**src/rtl/option_fuse_decoder_defines.vh**
```
// Purpose: constants of the option fuse decoder
// Assumes: included by bare name from rtl files
// Notes: option word layout, register map, reset values
`ifndef OPTION_FUSE_DECODER_DEFINES_VH
`define OPTION_FUSE_DECODER_DEFINES_VH

// option word width and field positions
`define OPT_WIDTH 9
`define OPT_PROTECT 0
`define OPT_INT0_SEL 1
`define OPT_INT1_SEL 2
`define OPT_CMP_EDGE_LO 3
`define OPT_CMP_EDGE_HI 4
`define OPT_CMP_PWM_GATE 5
`define OPT_PWM_DOUBLE 6
`define OPT_TIMER_DOUBLE 7
`define OPT_TIMER_7BIT 8

// comparator edge encodings
`define CMP_EDGE_ALL 2'h0
`define CMP_EDGE_RISE 2'h1
`define CMP_EDGE_FALL 2'h2

// timer clock source code for the fast oscillator
`define TIMER_SRC_FAST 4'h2
`define TIMER_SRC_HI 7
`define TIMER_SRC_LO 4
`define TIMER_SCALE_PWM 7

// data widths
`define PROG_WIDTH 16
`define PWM_COUNT 3
`define ADDR_WIDTH 4

// register byte offsets
`define REG_STATUS 4'h0
`define REG_MASK 4'h4
`define REG_OPTION 4'h8
`define REG_STATE 4'hC

// status bits
`define STAT_WIDTH 5
`define STAT_LOADED 0
`define STAT_CMP 1
`define STAT_INT0 2
`define STAT_INT1 3
`define STAT_REFUSED 4

// reset values
`define MASK_RESET 5'h00
`define OPTION_RESET 9'h000
`define SYNC_STAGES 2

`endif

```
**src/rtl/pin_sync.v**
```verilog
// Purpose: two flip-flop synchroniser for a group of pins
// Assumes: pins are asynchronous to core_clk
// Notes: first stage feeds only the second stage
`timescale 1ns/1ps
module pin_sync #(
	parameter WIDTH = 4
) (
	// clock and reset
	input wire core_clk,
	input wire reset,
	// asynchronous pins
	input wire [WIDTH-1:0] pinAsync,
	// synchronised levels
	output wire [WIDTH-1:0] pinSync
);

	reg [WIDTH-1:0] stage1_q;
	reg [WIDTH-1:0] stage2_q;

	genvar i;
	generate
		for (i = 0; i < WIDTH; i = i + 1) begin : g_bit
			// two stages per bit
			always @(posedge core_clk) begin
				if (reset) begin
					stage1_q[i] <= 1'b0;
					stage2_q[i] <= 1'b0;
				end else begin
					stage1_q[i] <= pinAsync[i];
					stage2_q[i] <= stage1_q[i];
				end
			end
		end
	endgenerate

	assign pinSync = stage2_q;

endmodule

```
**src/rtl/option_fuse_decoder.v**
```verilog
// Purpose: load the code-option word and decode it into static configuration
// Assumes: single 20 MHz core_clk, synchronous active high reset
// Notes: options are frozen until the next reset; avalon-mm slave for status
//
// Chosen here: the Avalon-MM register port and the register offsets.
`timescale 1ns/1ps
`include "option_fuse_decoder_defines.vh"

module option_fuse_decoder (
	// clock and reset
	input wire core_clk,
	input wire reset,
	// option store read port
	output reg optReadReq,
	input wire optReadValid,
	input wire [`OPT_WIDTH-1:0] optReadData,
	output reg coreReset,
	// program read-back
	input wire readbackReq,
	input wire [`PROG_WIDTH-1:0] progWord,
	output reg readbackValid,
	output reg readbackRefused,
	output reg [`PROG_WIDTH-1:0] readbackData,
	// port pins and comparator
	input wire portA0,
	input wire portA4,
	input wire portB0,
	input wire portB5,
	input wire cmpOut,
	// interrupt slots
	output reg intSlot0,
	output reg intSlot1,
	output reg cmpIrq,
	// pwm outputs
	input wire [`PWM_COUNT-1:0] pwmIn,
	output reg [`PWM_COUNT-1:0] pwmOut,
	// pwm generator clock
	input wire pwmGenClkSel0,
	output reg pwmGenUseFast,
	output reg pwmGenDouble,
	// timer clocks and resolution
	input wire [7:0] timer2_control,
	input wire [7:0] timer3_control,
	input wire [7:0] timer2_scale,
	input wire [7:0] timer3_scale,
	output reg timer2UseFast,
	output reg timer3UseFast,
	output reg timer2Double,
	output reg timer3Double,
	output reg timer2Pwm7Bit,
	output reg timer3Pwm7Bit,
	output reg timer2Pwm6Bit,
	output reg timer3Pwm6Bit,
	// avalon-mm slave
	input wire [`ADDR_WIDTH-1:0] address,
	input wire read,
	input wire write,
	input wire [31:0] writedata,
	output reg [31:0] readdata,
	output reg waitrequest,
	// interrupt
	output reg irq
);

	// load sequencer states
	localparam [3:0] ST_IDLE = 4'h1;
	localparam [3:0] ST_REQ = 4'h2;
	localparam [3:0] ST_WAIT = 4'h4;
	localparam [3:0] ST_DONE = 4'h8;

	reg [3:0] state_q;
	reg [3:0] state_d;
	reg [`OPT_WIDTH-1:0] option_q;
	reg [`STAT_WIDTH-1:0] status_q;
	reg [`STAT_WIDTH-1:0] status_d;
	reg [`STAT_WIDTH-1:0] mask_q;
	reg cmpPrev_q;
	reg int0Prev_q;
	reg int1Prev_q;
	reg loadedPulse;

	wire [4:0] pinSync;
	wire pa0Sync;
	wire pa4Sync;
	wire pb0Sync;
	wire pb5Sync;
	wire cmpSync;
	wire loaded;
	wire [1:0] cmpEdgeSel;
	wire cmpRise;
	wire cmpFall;
	wire cmpEvent;
	wire slot0Level;
	wire slot1Level;
	wire accessTaken;
	wire [`STAT_WIDTH-1:0] clearBits;
	wire refuseEvent;

	// pin synchronisers
	pin_sync #(
		.WIDTH(5)
	) u_pin_sync (
		.core_clk(core_clk),
		.reset(reset),
		.pinAsync({cmpOut, portB5, portB0, portA4, portA0}),
		.pinSync(pinSync)
	);

	assign pa0Sync = pinSync[0];
	assign pa4Sync = pinSync[1];
	assign pb0Sync = pinSync[2];
	assign pb5Sync = pinSync[3];
	assign cmpSync = pinSync[4];

	// true when a timer source field selects the fast oscillator
	function srcIsFast;
		input [7:0] ctrl;
		begin
			srcIsFast = (ctrl[`TIMER_SRC_HI:`TIMER_SRC_LO] == `TIMER_SRC_FAST);
		end
	endfunction

	// option load sequencer next state
	always @* begin
		state_d = state_q;
		loadedPulse = 1'b0;
		case (state_q)
			ST_IDLE: begin
				state_d = ST_REQ;
			end
			ST_REQ: begin
				state_d = ST_WAIT;
			end
			ST_WAIT: begin
				if (optReadValid) begin
					state_d = ST_DONE;
					loadedPulse = 1'b1;
				end
			end
			ST_DONE: begin
				state_d = ST_DONE;
			end
			default: begin
				state_d = ST_IDLE;
			end
		endcase
	end

	// sequencer and option latch, no write path from software
	always @(posedge core_clk) begin
		if (reset) begin
			state_q <= ST_IDLE;
			option_q <= `OPTION_RESET;
			optReadReq <= 1'b0;
			coreReset <= 1'b1;
		end else begin
			state_q <= state_d;
			optReadReq <= (state_q == ST_IDLE); // one-cycle request
			if (loadedPulse) begin
				option_q <= optReadData;
			end
			coreReset <= ~(loadedPulse | loaded);
		end
	end

	assign loaded = (state_q == ST_DONE);
	assign cmpEdgeSel = option_q[`OPT_CMP_EDGE_HI:`OPT_CMP_EDGE_LO];

	// interrupt slot routing
	assign slot0Level = option_q[`OPT_INT0_SEL] ? pb5Sync : pa0Sync;
	assign slot1Level = option_q[`OPT_INT1_SEL] ? pa4Sync : pb0Sync;

	// comparator edge choice
	assign cmpRise = cmpSync & ~cmpPrev_q;
	assign cmpFall = ~cmpSync & cmpPrev_q;
	assign cmpEvent = loaded & (((cmpEdgeSel == `CMP_EDGE_ALL) & (cmpRise | cmpFall)) |
		((cmpEdgeSel == `CMP_EDGE_RISE) & cmpRise) |
		((cmpEdgeSel == `CMP_EDGE_FALL) & cmpFall));

	// read-back refusal
	assign refuseEvent = readbackReq & loaded & option_q[`OPT_PROTECT];

	// decoded outputs, held low until options are loaded, except pwmOut, which follows pwmIn from reset release
	always @(posedge core_clk) begin
		if (reset) begin
			intSlot0 <= 1'b0;
			intSlot1 <= 1'b0;
			cmpIrq <= 1'b0;
			cmpPrev_q <= 1'b0;
			int0Prev_q <= 1'b0;
			int1Prev_q <= 1'b0;
			pwmOut <= {`PWM_COUNT{1'b0}};
			pwmGenUseFast <= 1'b0;
			pwmGenDouble <= 1'b0;
			timer2UseFast <= 1'b0;
			timer3UseFast <= 1'b0;
			timer2Double <= 1'b0;
			timer3Double <= 1'b0;
			timer2Pwm7Bit <= 1'b0;
			timer3Pwm7Bit <= 1'b0;
			timer2Pwm6Bit <= 1'b0;
			timer3Pwm6Bit <= 1'b0;
		end else begin
			cmpPrev_q <= cmpSync;
			int0Prev_q <= slot0Level;
			int1Prev_q <= slot1Level;
			intSlot0 <= loaded & slot0Level;
			intSlot1 <= loaded & slot1Level;
			cmpIrq <= cmpEvent;
			// comparator low blanks every pwm output when gated
			if (option_q[`OPT_CMP_PWM_GATE]) begin
				pwmOut <= pwmIn & {`PWM_COUNT{cmpSync}};
			end else begin
				pwmOut <= pwmIn;
			end
			pwmGenUseFast <= loaded & pwmGenClkSel0;
			pwmGenDouble <= loaded & pwmGenClkSel0 & option_q[`OPT_PWM_DOUBLE];
			timer2UseFast <= loaded & srcIsFast(timer2_control);
			timer3UseFast <= loaded & srcIsFast(timer3_control);
			timer2Double <= loaded & srcIsFast(timer2_control) &
				option_q[`OPT_TIMER_DOUBLE];
			timer3Double <= loaded & srcIsFast(timer3_control) &
				option_q[`OPT_TIMER_DOUBLE];
			timer2Pwm7Bit <= loaded & timer2_scale[`TIMER_SCALE_PWM] &
				option_q[`OPT_TIMER_7BIT];
			timer3Pwm7Bit <= loaded & timer3_scale[`TIMER_SCALE_PWM] &
				option_q[`OPT_TIMER_7BIT];
			timer2Pwm6Bit <= loaded & timer2_scale[`TIMER_SCALE_PWM] &
				~option_q[`OPT_TIMER_7BIT];
			timer3Pwm6Bit <= loaded & timer3_scale[`TIMER_SCALE_PWM] &
				~option_q[`OPT_TIMER_7BIT];
		end
	end

	// program read-back port
	always @(posedge core_clk) begin
		if (reset) begin
			readbackValid <= 1'b0;
			readbackRefused <= 1'b0;
			readbackData <= {`PROG_WIDTH{1'b0}};
		end else begin
			readbackValid <= readbackReq & loaded & ~option_q[`OPT_PROTECT];
			readbackRefused <= refuseEvent;
			if (readbackReq & loaded & ~option_q[`OPT_PROTECT]) begin
				readbackData <= progWord;
			end else begin
				readbackData <= {`PROG_WIDTH{1'b0}};
			end
		end
	end

	// bus handshake: one wait cycle, then waitrequest low for one cycle
	assign accessTaken = (read | write) & ~waitrequest;
	assign clearBits = (write & ~waitrequest & (address == `REG_STATUS)) ?
		writedata[`STAT_WIDTH-1:0] : {`STAT_WIDTH{1'b0}};

	// sticky status, set wins over write-one-to-clear
	always @* begin
		status_d = status_q & ~clearBits;
		status_d[`STAT_LOADED] = status_d[`STAT_LOADED] | loadedPulse;
		status_d[`STAT_CMP] = status_d[`STAT_CMP] | cmpEvent;
		status_d[`STAT_INT0] = status_d[`STAT_INT0] | (loaded & slot0Level & ~int0Prev_q);
		status_d[`STAT_INT1] = status_d[`STAT_INT1] | (loaded & slot1Level & ~int1Prev_q);
		status_d[`STAT_REFUSED] = status_d[`STAT_REFUSED] | refuseEvent;
	end

	// register file and bus slave
	always @(posedge core_clk) begin
		if (reset) begin
			waitrequest <= 1'b1;
			readdata <= 32'h00000000;
			status_q <= {`STAT_WIDTH{1'b0}};
			mask_q <= `MASK_RESET;
			irq <= 1'b0;
		end else begin
			status_q <= status_d;
			irq <= |(status_d & mask_q);
			if ((read | write) & waitrequest) begin
				waitrequest <= 1'b0;
			end else begin
				waitrequest <= 1'b1;
			end
			// read data captured as waitrequest drops
			if (read & waitrequest) begin
				case (address)
					`REG_STATUS: readdata <= {27'h0000000, status_q};
					`REG_MASK: readdata <= {27'h0000000, mask_q};
					`REG_OPTION: readdata <= {23'h000000, option_q};
					`REG_STATE: readdata <= {28'h0000000, state_q};
					default: readdata <= 32'h00000000;
				endcase
			end
			if (accessTaken & write & (address == `REG_MASK)) begin
				mask_q <= writedata[`STAT_WIDTH-1:0];
			end
		end
	end

endmodule

```
**config.mk**
```make
export PLATFORM = sky130hd
export DESIGN_NAME = option_fuse_decoder
export DESIGN_NICKNAME = d
export VERILOG_FILES = /design/src/rtl/pin_sync.v /design/src/rtl/option_fuse_decoder.v
export VERILOG_INCLUDE_DIRS = /design/src /design/src/rtl
export SDC_FILE = /design/constraint.sdc
export NUM_CORES = 1
export LEC_CHECK = 0
export BUFFER_PORTS_ARGS = -buffer_cell sky130_fd_sc_hd__buf_4
export CAP_MARGIN = 20
export CORE_MARGIN = 2
export CORE_UTILIZATION = 39
export DETAILED_ROUTE_END_ITERATION = 7
export GPL_ROUTABILITY_DRIVEN = 1
export PLACE_DENSITY = 0.87
export SLEW_MARGIN = 20
export SYNTH_ARGS = -nofsm -noshare
export SYNTH_HDL_FRONTEND = slang
export SYNTH_HIERARCHICAL = 1
export SYNTH_SLANG_ARGS = --single-unit
export TNS_END_PERCENT = 50
```
**constraint.sdc**
```tcl
create_clock -name core_clk -period 1.45 [get_ports core_clk]
set_input_delay 0.0725 -clock core_clk [delete_from_list [all_inputs] [get_ports core_clk]]
set_output_delay 0.0725 -clock core_clk [all_outputs]
set_load 0.02 [all_outputs]
```
==> metrics.csv <==
stage,metric,value,unit
outcome,run status,"complete, but fails checks",
outcome,failing checks,negative setup slack,
clocking,Clock Root Buffer,clkbuf_8,
clocking,CTS tree,done,
clocking,CTS clock-pin slew for the worst setup and hold paths,0.08,ns
setup_path,critical-path cell list,"or4b_4, buf_4, a21oi_2, a22oi_1, nand2b_1, a31oi_1",
sta,Setup Skew,0.00850,ns
floorplan,Die Ht,92.3,um
grt,vias in the first global route,2704,
grt,largest net degree at the start of global routing,22,
place,post-DP HPWL,5.63,mm
floorplan,row cnt,32,
clocking,Max clock buf depth,2,
pwr,Reg power frac,48.3,%
hold_path,Worst Hold Endpoint,timer2UseFast,
grt,initial antenna violation count,0,
floorplan,Die X,92.3,um
setup_path,Worst setup SP type,flop,
floorplan,starting density of the core,39.8,%
setup_path,crit path DAT,1.93,ns
synthesis,Seq cells post-synth,83,
sta,Fmax,608,MHz
sta,Setup-failing EPs final,33,
grt,first-pass GRT wire length,13.3,mm
synthesis,Synth Flop Type,dfxtp_1,
sta,hold_ws,0.0190,ns
floorplan,core area,7650,um2
synthesis,number of unique standard cell types used by synthesis,39,
sta,fin crit share,113,%
pwr,Leakage,2.27,nW
pwr,Clk pwr share,40.6,%
hold_path,Hold Crit Depth,3,
pwr,Switching Fraction,22.7,%
setup_path,worst-path maximum fanout,6,
synthesis,Synthesis Warnings,6,
setup_path,r2r setup slk,-0.19,ns
layout,final net count,568,
clocking,H-Tree Level Count,3,
synthesis,Synth Cell Area,3040,um2
place,final weighted congestion in routability-driven placement,0.839,
layout,cell area after layout,4810,um2
grt,final global-route overflow total,0,
clocking,CTS Sinks,83,
setup_path,RR Startpoint,state_q[1],
place,placed instance area,4000,um2
hold_path,critical hold path startpoint,timer2_control[7],
floorplan,Ports,178,
clocking,clock latency on the worst-skew pair,0.36,ns
setup_path,critical path class,flop to flop,
synthesis,Synth async-reset ratio,0,%
setup_path,worst reg-to-reg path cell count,6,
hold_path,worst min path class,input pin to flop,
setup_path,"CP delay by family, top",simple AND/OR/NAND/NOR gates,
pwr,peak supply drop,0.630,mV
sta,Final Hold Viols,0,
sta,min Tclk post-route,1.64,ns
setup_path,CP required,1.74,ns
synthesis,Post-Syn Area per Cell,10.9,um2
detailed_routing,Via Count,2650,
layout,share of post-route cells with drive strength above 1,36.3,%
layout,Fillers,600,
synthesis,Post-Synthesis Cells,279,
sta,RSZ-0062 raised after global routing,true,
job,Max-Cap Viols,0,
detailed_routing,DRT Pass-1 Iters,4,
sta,Setup WS post-layout,-0.194,ns
detailed_routing,DRC viols,0,
setup_path,Reg-to-Reg End,irq,
detailed_routing,DRT iter0 DRCs,94,
layout,ANT cells,0,
grt,Total GRT Usage,20.5,%
pwr,Psw,1.10,mW
pwr,combinational power share,11.1,%
detailed_routing,Post-Route WL,8.44,mm
place,# port buffers,105,
layout,Finished Core Util,62.9,%
pwr,PD cells,1010,nW/um2
clocking,clock buffer count from CTS,9,
place,post-place setup slack,-0.221,ns
place,Cells after DPL,499,
layout,Final Non-Filler Cells,565,
setup_path,"Largest stage delay, worst path",0.54,ns
setup_path,Slowest cell on crit path,or4b_4,
floorplan,Die Area,8520,um2
pwr,design internal power,3.75,mW
synthesis,count of flip-flops with a built-in enable after synthesis,0,
sta,final slew viol count,0,
detailed_routing,number of vias per cell,4.69,
setup_path,crit path capture type,flop,
setup_path,Buf/Inv on CP,1,
layout,Area Growth Syn to Fin,58.2,%
detailed_routing,DR WL/cell,14.9,um
detailed_routing,DRT antenna net count,0,
synthesis,post-synthesis sequential area ratio,54.6,%
==> flip-flops by register name, indices dropped and copies added (netlist names), 3 cells and up <==
register / flops
readdata: 9
u_pin_sync/stage1_q: 5
pwmOut: 3
option_q: 9
mask_q: 5
status_q: 5
u_pin_sync/pinSync: 5
readbackData: 16
state_q: 4
==> per-stage QoR <==
stage	TNS [ns]	total power, mW
after floorplan	-1.77	2.63
after global placement	-3.43	2.80
after detailed placement	-5.44	2.81
after CTS	-3.04	4.86
after global routing	-5.17	5.05
final	-3.97	4.85
==> kinds of logic (layout without fill, tap and decap cells) <==
logic type,Yosys count,after routing,share of synthesized area (%)
AO/OA/AOI/OAI,27,27,6.09
XOR/XNOR,1,1,0.288
adder cells (fa/ha/maj),2,2,0.823
buffers and inverters,36,198,8.02
flip-flops,83,83,54.6
multiplexers,21,21,8.68
other,1,23,0.123
AND/OR/NAND/NOR,108,108,21.3
==> power by group through the flow <==
| stage | Sequential, mW | Clock (mW) | Combinational (mW) |
|---|---|---|---|
| after floorplan | 2.42 | 0 | 0.213 |
| after global placement | 2.39 | 0 | 0.405 |
| after detailed placement | 2.39 | 0 | 0.414 |
| after CTS | 2.34 | 1.99 | 0.531 |
| after global routing | 2.35 | 2.12 | 0.582 |
| final | 2.34 | 1.97 | 0.540 |
==> final cells by class <==
cell class | count | area, um2 | share of cell area, %
clock inverters | 7 | 116 | 2.42
clock buffers | 9 | 124 | 2.57
inverters | 5 | 18.8 | 0.390
well taps | 102 | 128 | 2.65
flip-flops and latches | 83 | 1660 | 34.6
multi-input cells | 182 | 1280 | 26.5
repair buffers | 177 | 1490 | 30.9
==> worst max path at each step <==
stage	from	endpoint	slack, ns	depth (start not counted)
after floorplan	state_q[1]	readbackData[10]	-0.13	7
after detailed placement	state_q[1]	irq	-0.22	6
final	state_q[1]	irq	-0.19	6
after CTS	state_q[1]	irq	-0.18	6
after global placement	state_q[1]	timer3Double	-0.14	5
after global routing	state_q[1]	irq	-0.24	6
==> cells in the final DEF (no fill, tap or decap), types with 3 or more instances in the layout <==
cell type,n
inv_1,5
a21oi_1,3
o21ai_0,4
dlygate4sd3_1,48
buf_6,3
nor2b_1,10
bufinv_16,3
nor2_1,29
nand2b_1,4
conb_1,23
mux4_2,3
and2_1,26
clkbuf_8,9
a22oi_1,12
nor3_1,3
dfxtp_1,81
nand3_1,5
nor4_4,3
mux2i_1,16
and3_1,7
nand2_1,4
buf_4,124
==> synthesized netlist by cell type (all sizes together) (2+ instances only) <==
| cell | n | share of area (%) |
|---|---|---|
| and3 | 7 | 1.4 |
| nor2 | 33 | 4.9 |
| nor3b | 2 | 0.49 |
| mux4 | 4 | 3.1 |
| ha | 2 | 0.82 |
| nand2b | 5 | 1.3 |
| nand3b | 2 | 0.49 |
| buf | 26 | 6.8 |
| a22oi | 12 | 3.0 |
| nand2 | 6 | 0.82 |
| nor4 | 4 | 1.8 |
| a21oi | 4 | 0.66 |
| a21o | 2 | 0.49 |
| clkbuf | 5 | 0.62 |
| nor2b | 10 | 2.1 |
| nor3 | 5 | 0.82 |
| mux2i | 17 | 5.6 |
| dfxtp | 83 | 55 |
| and2 | 26 | 5.3 |
| nand3 | 5 | 0.82 |
| o21ai | 4 | 0.66 |
| inv | 5 | 0.62 |
==> layer usage <==
| metal | wire length, um | global-route usage (%) | vias up | share of wire [%] |
|---|---|---|---|---|
| li1 | - | - | 1258 | - |
| met1 | 3130 | 22.9 | 1259 | 37 |
| met2 | 4540 | 35.9 | 117 | 54 |
| met3 | 597 | 5.53 | 16 | 7.1 |
| met4 | 186 | 10.1 | 0 | 2.2 |
| met5 | 0 | 0 | - | 0 |
==> tightest hold or removal path, stage by stage <==
cell and delay (ns):
buf_4 0.07, nand2b_1 0.14, nor4_4 0.05
==> repair_timing <==
action / in CTS / in global routing
gates resized for setup: 9 / 7
buffers inserted: 1 / 1
hold endpoints to repair: 48 / 0
hold buffers: 48 / 0
endpoints found under the setup margin: 44 / 50
pin swaps: 7 / 4
No activity file was read; power rests on OpenSTA's default activity.
